[config.mk]
export PLATFORM = sky130hd
export DESIGN_NAME = dpw_top
export DESIGN_NICKNAME = d
export VERILOG_FILES = /design/src/core/dpw_pkg.sv /design/src/core/dpw_channel.sv /design/src/core/dpw_top.sv
export VERILOG_INCLUDE_DIRS = /design/src /design/src/core
export SDC_FILE = /design/constraint.sdc
export NUM_CORES = 1
export LEC_CHECK = 0
export ABC_AREA = 1
export BUFFER_PORTS_ARGS = -buffer_cell sky130_fd_sc_hd__buf_2
export CORE_MARGIN = 2
export CORE_UTILIZATION = 54
export DETAILED_ROUTE_END_ITERATION = 7
export PLACE_DENSITY_LB_ADDON = 0.25
export SYNTH_ARGS = -nofsm -noshare
export SYNTH_HDL_FRONTEND = slang
export SYNTH_SLANG_ARGS = --single-unit
[constraint.sdc]
create_clock -name hclk -period 3.5 [get_ports hclk]
set_input_delay 0.175 -clock hclk [delete_from_list [all_inputs] [get_ports hclk]]
set_output_delay 0.175 -clock hclk [all_outputs]
set_load 0.005 [all_outputs]
[src/core/dpw_defines.svh]
`ifndef DPW_DEFINES_SVH
`define DPW_DEFINES_SVH

// register byte offsets on the ahb-lite bus
`define DPW_OFF_DUTY0 12'h000
`define DPW_OFF_DUTY1 12'h004
`define DPW_OFF_CTRL 12'h008
`define DPW_OFF_STATUS 12'h00c

// control register field positions
`define DPW_CTRL_MODE_BIT 7
`define DPW_CTRL_EN1_BIT 6
`define DPW_CTRL_EN0_BIT 5

// reset values
`define DPW_CTRL_RESET 8'h00
`define DPW_DUTY_RESET 8'h00

// cycle geometry
`define DPW_CYCLE_CLKS 256
`define DPW_SUB4_CLKS 64
`define DPW_SUB2_CLKS 128

// ahb encodings
`define DPW_HTRANS_NONSEQ 2'b10
`define DPW_HTRANS_SEQ 2'b11

`endif

[src/core/dpw_pkg.sv]
package dpw_pkg;

  // control register contents; low bits belong to unrelated configuration
  typedef struct packed {
    logic subcycle_select;
    logic channel1_enable;
    logic channel0_enable;
    logic [4:0] buzzer_cfg;
  } dpw_ctrl_t;

  // one channel's split of the duty value
  typedef struct packed {
    logic [6:0] coarse_duty;
    logic [1:0] fine_duty;
  } dpw_split_t;

  // bus slave states
  typedef enum logic [1:0] {
    DPW_IDLE = 2'b01,
    DPW_DATA = 2'b10
  } dpw_bus_state_t;

endpackage

[src/core/dpw_channel.sv]
`include "dpw_defines.svh"

// one pwm channel: compares the sub-cycle position against the high time
module dpw_channel (
  // clock and reset
  input wire logic hclk,
  input wire logic hresetn,
  // settings
  input wire logic [7:0] pwm_duty_value,
  input wire logic subcycle_select,
  input wire logic channel_enable,
  // shared cycle counter
  input wire logic [7:0] cycle_cnt,
  // output
  output logic pwm_out
);

  dpw_pkg::dpw_split_t split;
  logic [1:0] sub_idx;
  logic [6:0] pos;
  logic [7:0] high_clks;
  logic pwm_nxt;
  logic pwm_r;

  // split duty into coarse and fine parts per mode
  always_comb begin
    if (subcycle_select) begin
      split.coarse_duty = {1'b0, pwm_duty_value[7:2]};
      split.fine_duty = pwm_duty_value[1:0];
      sub_idx = cycle_cnt[7:6];
      pos = {1'b0, cycle_cnt[5:0]};
    end else begin
      split.coarse_duty = pwm_duty_value[7:1];
      split.fine_duty = {1'b0, pwm_duty_value[0]};
      sub_idx = {1'b0, cycle_cnt[7]};
      pos = cycle_cnt[6:0];
    end
    // extra clock only in the first fine_duty sub-cycles
    high_clks = {1'b0, split.coarse_duty} + ((sub_idx < split.fine_duty) ? 8'h01 : 8'h00);
    // high first, then low; disabled channel stays low
    pwm_nxt = channel_enable && ({1'b0, pos} < high_clks);
  end

  // registered output keeps the data output glitch free
  always_ff @(posedge hclk or negedge hresetn) begin
    if (!hresetn) begin
      pwm_r <= 1'b0;
    end else begin
      pwm_r <= pwm_nxt;
    end
  end

  assign pwm_out = pwm_r;

endmodule // dpw_channel

[src/core/dpw_top.sv]
// How it works
// two independent pwm channels, each with its own software 8-bit duty
// each duty register sets the duty of a whole modulation cycle
// counters advance on every system clock, no prescaler
// full cycle is 256 clocks; average duty is value over 256
// hardware splits cycles into sub-cycles on its own
// control bit 7 picks mode: 0 two sub-cycles, 1 four; resets zero
// control bit 5 enables channel 0, bit 6 enables channel 1
// control bits 4 to 0 are stored but never affect pwm
// four-sub-cycle mode: sub-cycles 0 to 3, 64 clocks each
// four-sub-cycle mode: bits 7..2 coarse, bits 1..0 fine
// four mode: sub-cycle high coarse+1 if index below fine, else coarse
// two-sub-cycle mode: sub-cycles 0 and 1, 128 clocks each
// two-sub-cycle mode: bits 7..1 coarse, bit 0 fine
// two mode: sub-cycle high coarse+1 if index below fine, else coarse
// pwm outputs stay internal, never driving a device pin
// each sub-cycle starts high for its count, then low; disabled is low
//
// The AHB-Lite slave port and the placing of the registers were chosen for this implementation.
`include "dpw_defines.svh"

module dpw_top (
  // clock and reset
  input wire logic hclk,
  input wire logic hresetn,
  // ahb-lite slave
  input wire logic hsel,
  input wire logic [11:0] haddr,
  input wire logic [1:0] htrans,
  input wire logic hwrite,
  input wire logic [2:0] hsize,
  input wire logic [31:0] hwdata,
  input wire logic hready,
  output logic [31:0] hrdata,
  output logic hreadyout,
  output logic hresp,
  // internal pwm outputs
  output logic [1:0] pwm_out
);

  logic [7:0] duty_r [2];
  logic [7:0] duty_nxt [2];
  dpw_pkg::dpw_ctrl_t ctrl_r;
  dpw_pkg::dpw_ctrl_t ctrl_nxt;
  dpw_pkg::dpw_bus_state_t state_r;
  dpw_pkg::dpw_bus_state_t state_nxt;
  logic [11:0] addr_r;
  logic [11:0] addr_nxt;
  logic wr_r;
  logic wr_nxt;
  logic [31:0] rdata_r;
  logic [31:0] rdata_nxt;
  logic [7:0] cycle_cnt_r;
  logic [7:0] cycle_cnt_nxt;
  logic take;

  // accept a transfer on a valid address phase
  assign take = hsel && hready && (htrans == `DPW_HTRANS_NONSEQ || htrans == `DPW_HTRANS_SEQ);
  // zero-wait slave, always okay
  assign hreadyout = 1'b1;
  assign hresp = 1'b0;
  assign hrdata = rdata_r;

  // bus state: latch address phase, write in data phase, read data ready on data phase
  always_comb begin
    state_nxt = take ? dpw_pkg::DPW_DATA : dpw_pkg::DPW_IDLE;
    addr_nxt = take ? haddr : addr_r;
    wr_nxt = take && hwrite;
    duty_nxt = duty_r;
    ctrl_nxt = ctrl_r;
    rdata_nxt = rdata_r;
    if (state_r == dpw_pkg::DPW_DATA && wr_r) begin
      case (addr_r)
        `DPW_OFF_DUTY0: begin
          duty_nxt[0] = hwdata[7:0];
        end
        `DPW_OFF_DUTY1: begin
          duty_nxt[1] = hwdata[7:0];
        end
        `DPW_OFF_CTRL: begin
          ctrl_nxt = dpw_pkg::dpw_ctrl_t'(hwdata[7:0]);
        end
        default: begin
          ctrl_nxt = ctrl_r; // unmapped or read-only: ignored
        end
      endcase
    end
    // read data prepared from the address phase, so it stands in the data phase
    if (take && !hwrite) begin
      case (haddr)
        `DPW_OFF_DUTY0: rdata_nxt = {24'h000000, duty_r[0]};
        `DPW_OFF_DUTY1: rdata_nxt = {24'h000000, duty_r[1]};
        `DPW_OFF_CTRL: rdata_nxt = {24'h000000, ctrl_r};
        `DPW_OFF_STATUS: rdata_nxt = {22'h0, pwm_out, cycle_cnt_r};
        default: rdata_nxt = 32'h00000000;
      endcase
    end
  end

  // bus registers
  always_ff @(posedge hclk or negedge hresetn) begin
    if (!hresetn) begin
      state_r <= dpw_pkg::DPW_IDLE;
      addr_r <= 12'h000;
      wr_r <= 1'b0;
      rdata_r <= 32'h00000000;
      duty_r[0] <= `DPW_DUTY_RESET;
      duty_r[1] <= `DPW_DUTY_RESET;
      ctrl_r <= `DPW_CTRL_RESET;
    end else begin
      state_r <= state_nxt;
      addr_r <= addr_nxt;
      wr_r <= wr_nxt;
      rdata_r <= rdata_nxt;
      duty_r <= duty_nxt;
      ctrl_r <= ctrl_nxt;
    end
  end

  // free-running 256-clock cycle counter on the system clock; wraps naturally
  always_comb begin
    cycle_cnt_nxt = cycle_cnt_r + 8'h01;
  end

  always_ff @(posedge hclk or negedge hresetn) begin
    if (!hresetn) begin
      cycle_cnt_r <= 8'h00;
    end else begin
      cycle_cnt_r <= cycle_cnt_nxt;
    end
  end

  // one channel per generate entry; outputs go to internal logic only
  for (genvar ch = 0; ch < 2; ch++) begin : g_ch
    dpw_channel u_ch (
      .hclk(hclk),
      .hresetn(hresetn),
      .pwm_duty_value(duty_r[ch]),
      .subcycle_select(ctrl_r.subcycle_select),
      .channel_enable(ch == 0 ? ctrl_r.channel0_enable : ctrl_r.channel1_enable),
      .cycle_cnt(cycle_cnt_r),
      .pwm_out(pwm_out[ch])
    );
  end

endmodule // dpw_top

==> results of run 1 <==
==> cell usage in the layout, fill, tap and decap left out, types with 12 or more instances in the layout <==
cell type and instances:
o21ai_2 16, clkbuf_8 12, xor2_1 13, conb_1 24, nand3_1 47, buf_2 37
nand2_1 136, inv_1 36, ha_1 17, dfrtp_1 58, nor2_1 20, o21ai_1 20
==> area by class of cell <==
type,count,area (sq um),share of cell area (%)
Timing Repair Buffer,42,225,5.57
Clock inverter,3,46.3,1.14
Tap cell,80,100,2.47
Inverter,39,146,3.62
Multi-Input combinational cell,344,1890,46.6
Clock buffer,12,165,4.08
Sequential cell,59,1480,36.5
==> kinds of logic after synthesis <==
logic type,count (synthesis),synth area share (%)
flops,59,39.8
buf+inv,78,11.7
compound gates,53,9.36
fa+ha+maj,17,5.73
simple gates,234,29.5
xor+xnor,16,3.77
other cells,2,0.202
==> worst max-delay path by stage <==
stage	end	start
finish	g_ch[1].u_ch.pwm_out	ctrl_r[7]
global route	g_ch[1].u_ch.pwm_out	ctrl_r[7]
CTS	g_ch[1].u_ch.pwm_out	ctrl_r[7]
detailed placement	g_ch[1].u_ch.pwm_out	ctrl_r[7]
global placement	g_ch[1].u_ch.pwm_out	ctrl_r[7]
floorplan	g_ch[1].u_ch.pwm_out	ctrl_r[7]
==> state kept, by name, indices dropped and copies added (netlist names) <==
register and cells:
cycle_cnt_r 8, ctrl_r 8, state_r 2, addr_r 12, duty_r 16, g_ch.u_ch.pwm_out 2, hrdata 10, wr_r 1
==> layer usage <==
metal	routed length, um	GRT usage [%]	part of all wire, %
met3	341	4.74	4.5
met1	3730	31.1	49
met2	3390	35.3	44
met4	173	8.81	2.3
met5	0	0	0
==> power by group through the flow <==
stage	Sequential (W)	Clock, W	Combinational (W)
3_5_place_dp	0.000736	0	0.000109
4_1_cts	0.000723	0.000655	0.000111
2_1_floorplan	0.000733	0	0.0000885
6_report	0.000724	0.000644	0.000109
3_3_place_gp	0.000735	0	0.000106
5_1_grt	0.000726	0.000682	0.000128
==> tightest hold or removal path, stage by stage <==
cell	delay (ns)
buf_2	0.09
nand2_1	0.04
nand2_1	0.05
==> stage by stage <==
stage,cells,hold WS [ns],area (sq um)
2_1_floorplan,481,-0.121,3800
3_3_place_gp,563,0.239,3820
3_5_place_dp,563,0.249,3820
4_1_cts,579,0.0398,4050
5_1_grt,579,0.0576,4050
6_report,579,0.0492,4050
==> timing repair <==
| item | in CTS | in global routing |
|---|---|---|
| endpoints found under the hold margin | 29 | 0 |
| endpoints found under the setup margin | 0 | 0 |
| hold buffers | 1 | 0 |
==> key figures, run 1 <==
Yosys
  – Post-Syn Instances: approximately 460
  – Post-Syn Area per Cell: 8.09 sq um
  – Netlist Area Pre-Place: between 0.003 and 0.004 sq mm
  – Yosys synthesis warning count: 0
  – Largest cells by area after synthesis: dfrtp_1 (39%), nand2_1 (14%), nand3_1 (6.3%), ha_1 (5.7%), buf_4 (5.3%)
  – Main flop type after synthesis: dfrtp_1
  – Most instantiated library cell after synthesis: nand2_1
  – Ys async rst share: 100%
  – Register area share after synthesis: 39.8%
  – Area share of the largest cell type after synthesis: 39.1%
  – Cell variety after synth: 35
  – Top cells by count, synth: nand2_1 (136), dfrtp_1 (58), nand3_1 (47), inv_1 (36), buf_4 (26)
  – Area leader, netlist: dfrtp_1
  – Yosys reg bits: ~60
  – Number of synthesized flops with an enable pin: 0

STA
  – Hold Vio Cnt, Final: 0
  – Slew @ Worst Pin: a little under 1 ns
  – Setup TNS Final: 0 ns
  – Finish-stage setup viols: 0
  – Clk_skew: about 0.010 ns
  – Max Transition Viols Final: 0
  – Fin crit period: about 2.8 ns
  – Setup WS post-layout: just under 0.7 ns
  – RSZ-0062 raised after global routing: false
  – Tcrit/Tclk final: around 80%
  – Slew HR: 35.9%
  – Fmax: about 360 MHz

Critical path
  – CP Capture Type: flip-flop
  – Worst r2r src: ctrl_r[7]
  – Worst stage delay on the critical path: between 0.7 and 0.8 ns
  – Startpoint Class: flip-flop
  – Cell breakdown of the critical path: nand2_1 -> o21ai_0 -> a32o_1 -> ha_1 -> ha_1 -> o211ai_1 -> nor2_2 -> nand3_1 -> xor2_1 -> ha_1 -> nand3_1 -> nand3_1 -> nor2_1
  – Reg2reg setup slack: around 0.7 ns
  – CP Depth: 13
  – Crit path DAT: slightly above 3 ns
  – FF-to-FF End: g_ch[1].u_ch.pwm_out
  – Reg2Reg Depth: 13
  – Largest delay share family, worst path: flip-flops
  – CP max stage cell: dfrtp_1
  – Worst path required time: between 3 and 4 ns
  – Crit path max fanout: 20
  – Worst Path Buf+Inv: 0
  – WS Path Type: flip-flop to flip-flop

Hold path
  – Hold Path Sink: addr_r[8]
  – Worst min-delay path category: primary input to flip-flop
  – Hold Crit Start: haddr[8]
  – Hold path cells: 3

Run
  – Maxcap violations: 0

Detailed routing
  – # DRC: 0
  – Drt via density: between 5 and 6
  – Detailed Route WL: roughly 7.6 mm
  – Drt pass-1 iters: 4
  – Routed Antenna Nets: 0
  – Routed len/inst: ~13 um
  – Iteration-0 DRC Markers: 168
  – Routed via count: around 3000

Outcome
  – Outcome: finished clean

Power
  – Power Dens Cells: about 360 mW/mm^2
  – Net switching power: about 0.00035 W
  – Pleak: about 2.3 nW
  – Switching fraction of total power: between 20% and 30%
  – Clock power share: 43.6%
  – Tot Pwr: roughly 0.0015 W
  – Logic pwr share: between 7 and 8%
  – Reg power frac: around half
  – Cell internal pwr: 0.00113 W
  – VDD IR-drop max: 0.330 mV

Global routing
  – Largest net degree at the start of global routing: 31
  – First-pass GRT wire length: about 13 mm
  – Initial antenna violation count: 0
  – Gr ovfl total: 0
  – Vias in the first global route: 2768
  – Total Routing Usage GR: 22.7%

Floorplanning
  – Core ar.: roughly 0.0067 sq mm
  – Die area: between 0.007 and 0.008 sq mm
  – Starting Density: a little under three fifths
  – Horiz. Die Dim: between 80 and 90 um
  – Die height: between 80 and 90 um
  – IO Pins: 90
  – Num rows: 30

Finish
  – Area grow syn2layout: 8.93%
  – Fill count: between 600 and 700
  – Final core occ: 60.2%
  – Fin nets: about 570
  – Share of cells above drive strength 1: between 20% and 30%
  – N_diodes: 0

Clock tree
  – Resize count post-CTS: 0
  – Sink Count: between 50 and 60
  – Root Buffer: clkbuf_8
  – Longest Clk Path Bufs: 2
  – CTS tree: done
  – Latest clock arrival within the worst-skew pair: about 0.33 ns
  – CTS HTree Levels: 3
  – Postcts setup bufs: 0
  – CTS buffer count: 9
  – Worst-path clk slew: roughly 0.07 ns

Place
  – PortBufs: 37
  – Pre-CTS WS: roughly 0.74 ns
  – HPWL Detailed: between 5 and 6 mm
  – Routability-driven placement congestion ratio: just over 0.9
Note: power is estimated with default switching activity, not from simulation.
==> inputs of run 2 (changes only) <==
Clock period 3.5 ns to 2.8 ns, I/O delays scaled along.
==> run 2 against run 1 <==
Against the previous run: via count increased by 1.1%; highest routed layer unchanged; sequential share of layout area grew 0.19 points; clock-buffer cell count is 1 lower; clock skew is 0.0015 ns lower; fmax is 11% higher; worst setup slack got worse by 0.41 ns; die area stayed put; non-clock buffer count up 3; final cell count grew 0.69%; combinational power increased by 28%; clock power grew 3.6%; total power rose by 16%.
==> key figures, run 2 (same netlist as run 1, synthesis figures left out) <==
Finish
  – Largest Register: duty_r
  – Share of cells above drive strength 1: 20.3%
  – Fin nets: 569
  – Area grow syn2layout: 8.35%
  – Fin cells: a little under 600
  – N_diodes: 0
  – Commonest non-fill, non-tap cells in the layout: nand2_1 (136), dfrtp_1 (58), nand3_1 (47), buf_2 (37), inv_1 (36)
  – Max reg flops: 16
  – Commonest non-fill, non-tap cell in the layout: nand2_1

Critical path
  – CP Capture Type: flip-flop
  – CP max stage cell: dfrtp_1
  – Worst path required time: around 3.0 ns
  – Crit path max fanout: 11
  – Startpoint Class: flip-flop
  – WS Path Type: flip-flop to flip-flop
  – Most used cell, CP: ha_1
  – Worst stage delay on the critical path: about 0.53 ns
  – Crit path DAT: approximately 2.8 ns
  – Cell breakdown of the critical path: nand2_1 -> o21ai_1 -> a32o_1 -> ha_1 -> ha_1 -> o211ai_1 -> nor2_2 -> nand3_1 -> xor2_1 -> ha_1 -> nand3_1 -> nor2_1 -> nor2_1

STA
  – Slew @ Worst Pin: 0.802 ns
  – Clk_skew: 0.00871 ns
  – Hold Vio Cnt, Final: 0
  – RSZ-0062 raised after global routing: false
  – Slew HR: between 40% and 50%
  – Fin crit period: ~2.5 ns
  – Max Transition Viols Final: 0
  – Tcrit/Tclk final: between 90% and 100%
  – Fmax: slightly below 400 MHz
  – Setup TNS Final: 0 ns
  – Finish-stage setup viols: 0

Power
  – Clock power share: ~39%
  – Pleak: about 2.3 nW
  – Logic pwr share: slightly above 8%
  – VDD IR-drop max: just under 0.3 mV
  – Reg power frac: 52.8%
  – Switching fraction of total power: a little over a quarter
  – Net switching power: 0.000461 W
  – Cell internal pwr: between 0.001 and 0.0015 W
  – Power Dens Cells: 425 mW/mm^2

Clock tree
  – Root Buffer: clkbuf_8
  – CTS buffer count: 9
  – Sink Count: 59
  – Latest clock arrival within the worst-skew pair: ~0.35 ns
  – Longest Clk Path Bufs: 2
  – CTS tree: done
  – Worst-path clk slew: 0.07 ns
  – CTS HTree Levels: 3

Detailed routing
  – Drt via density: a little over 5
  – Detailed Route WL: 7.96 mm
  – # DRC: 0
  – Iteration-0 DRC Markers: roughly 190
  – Routed len/inst: roughly 14 um
  – Drt pass-1 iters: 4
  – Routed Antenna Nets: 0
  – Routed via count: between 2000 and 3000

Place
  – Placed Cells: between 500 and 600
  – PortBufs: 37
  – HPWL Detailed: between 5 and 6 mm
  – Routability-driven placement congestion ratio: ~0.89

Global routing
  – Largest net degree at the start of global routing: 37
  – Total Routing Usage GR: about 22%
  – Vias in the first global route: ~2700
  – First-pass GRT wire length: about 13 mm
  – Gr ovfl total: 0
  – Initial antenna violation count: 0

Floorplanning
  – Core ar.: around 0.0067 sq mm
  – Num rows: 30
  – Die height: about 87 um
  – Die area: ~0.0076 sq mm
  – Horiz. Die Dim: 86.9 um
  – Starting Density: a little under three fifths
  – IO Pins: 90

Run
  – Maxcap violations: 0

Hold path
  – Worst min-delay path category: primary input to flip-flop

Outcome
  – Outcome: finished clean
-- run 2: per-stage QoR --
| stage | hold slack (ns) | instance area [sq um] | power [W] | setup WS (ns) | util, % |
|---|---|---|---|---|---|
| global route | 0.0173 | 4030 | 0.00178 | 0.0544 | 59.9 |
| global placement | 0.272 | 3830 | 0.00105 | 0.371 | 57.0 |
| detailed placement | 0.279 | 3830 | 0.00106 | 0.251 | 57.0 |
| CTS | 0.00143 | 4030 | 0.00172 | 0.235 | 59.9 |
| finish | 0.0109 | 4030 | 0.00171 | 0.280 | 59.9 |
| floorplan | -0.156 | 3800 | 0.00103 | 0.265 | - |
-- run 2: layer usage --
layer / GRT usage, % / vias up / part of all wire, %
met5: 0 / - / 0
met1: 31.3 / 1368 / 48
met3: 4.64 / 12 / 4.2
met2: 34.5 / 81 / 46
met4: 8.52 / 0 / 1.7
li1: - / 1510 / -
-- run 2: power groups by stage --
stage	combinational (W)	sequential, W	clock [W]
3_3_place_gp	0.000134	0.000919	0
3_5_place_dp	0.000138	0.000920	0
4_1_cts	0.000142	0.000904	0.000672
2_1_floorplan	0.000111	0.000916	0
5_1_grt	0.000162	0.000908	0.000709
6_report	0.000140	0.000904	0.000667
-- run 2: path summary, 6_finish.rpt --
| path | endpoint | slack [ns] | depth (start not counted) | startpoint |
|---|---|---|---|---|
| setup / recovery | g_ch[1].u_ch.pwm_out | 0.28 | 13 | ctrl_r[7] |
| hold / removal | addr_r[6] | 0.01 | 3 | haddr[6] |
| setup reg to reg | g_ch[1].u_ch.pwm_out | 0.28 | 13 | ctrl_r[7] |
| hold reg to reg | addr_r[0] | 0.47 | 2 | addr_r[0] |
| max in group asynchronous | ctrl_r[1] | 1.55 | 3 | hresetn |
| min in group asynchronous | hrdata[7] | 0.42 | 2 | hresetn |
-- run 2: worst max-delay path, delay by kind of cell, from the launching register on --
family / cells / cell delay (ns)
adder cells (fa/ha/maj): 3 / 0.74
flip-flops: 1 / 0.53
AND/OR/NAND/NOR: 6 / 0.53
AO/OA/AOI/OAI: 3 / 0.44
XOR/XNOR: 1 / 0.16
-- run 2: cell type report --
type | instances | area, sq um
Clock buffer | 11 | 131
Fill cell | 593 | 2690
Multi-Input combinational cell | 344 | 1890
Sequential cell | 59 | 1480
Timing Repair Buffer | 45 | 253
Clock inverter | 5 | 31.3
Tap cell | 80 | 100
Inverter | 39 | 146
-- run 2: what timing repair did --
action,4_1_cts,5_1_grt
setup buffers,0,0
hold buffers,3,0
setup endpoints to repair,0,1
resized for setup,0,1
endpoints found under the hold margin,36,0
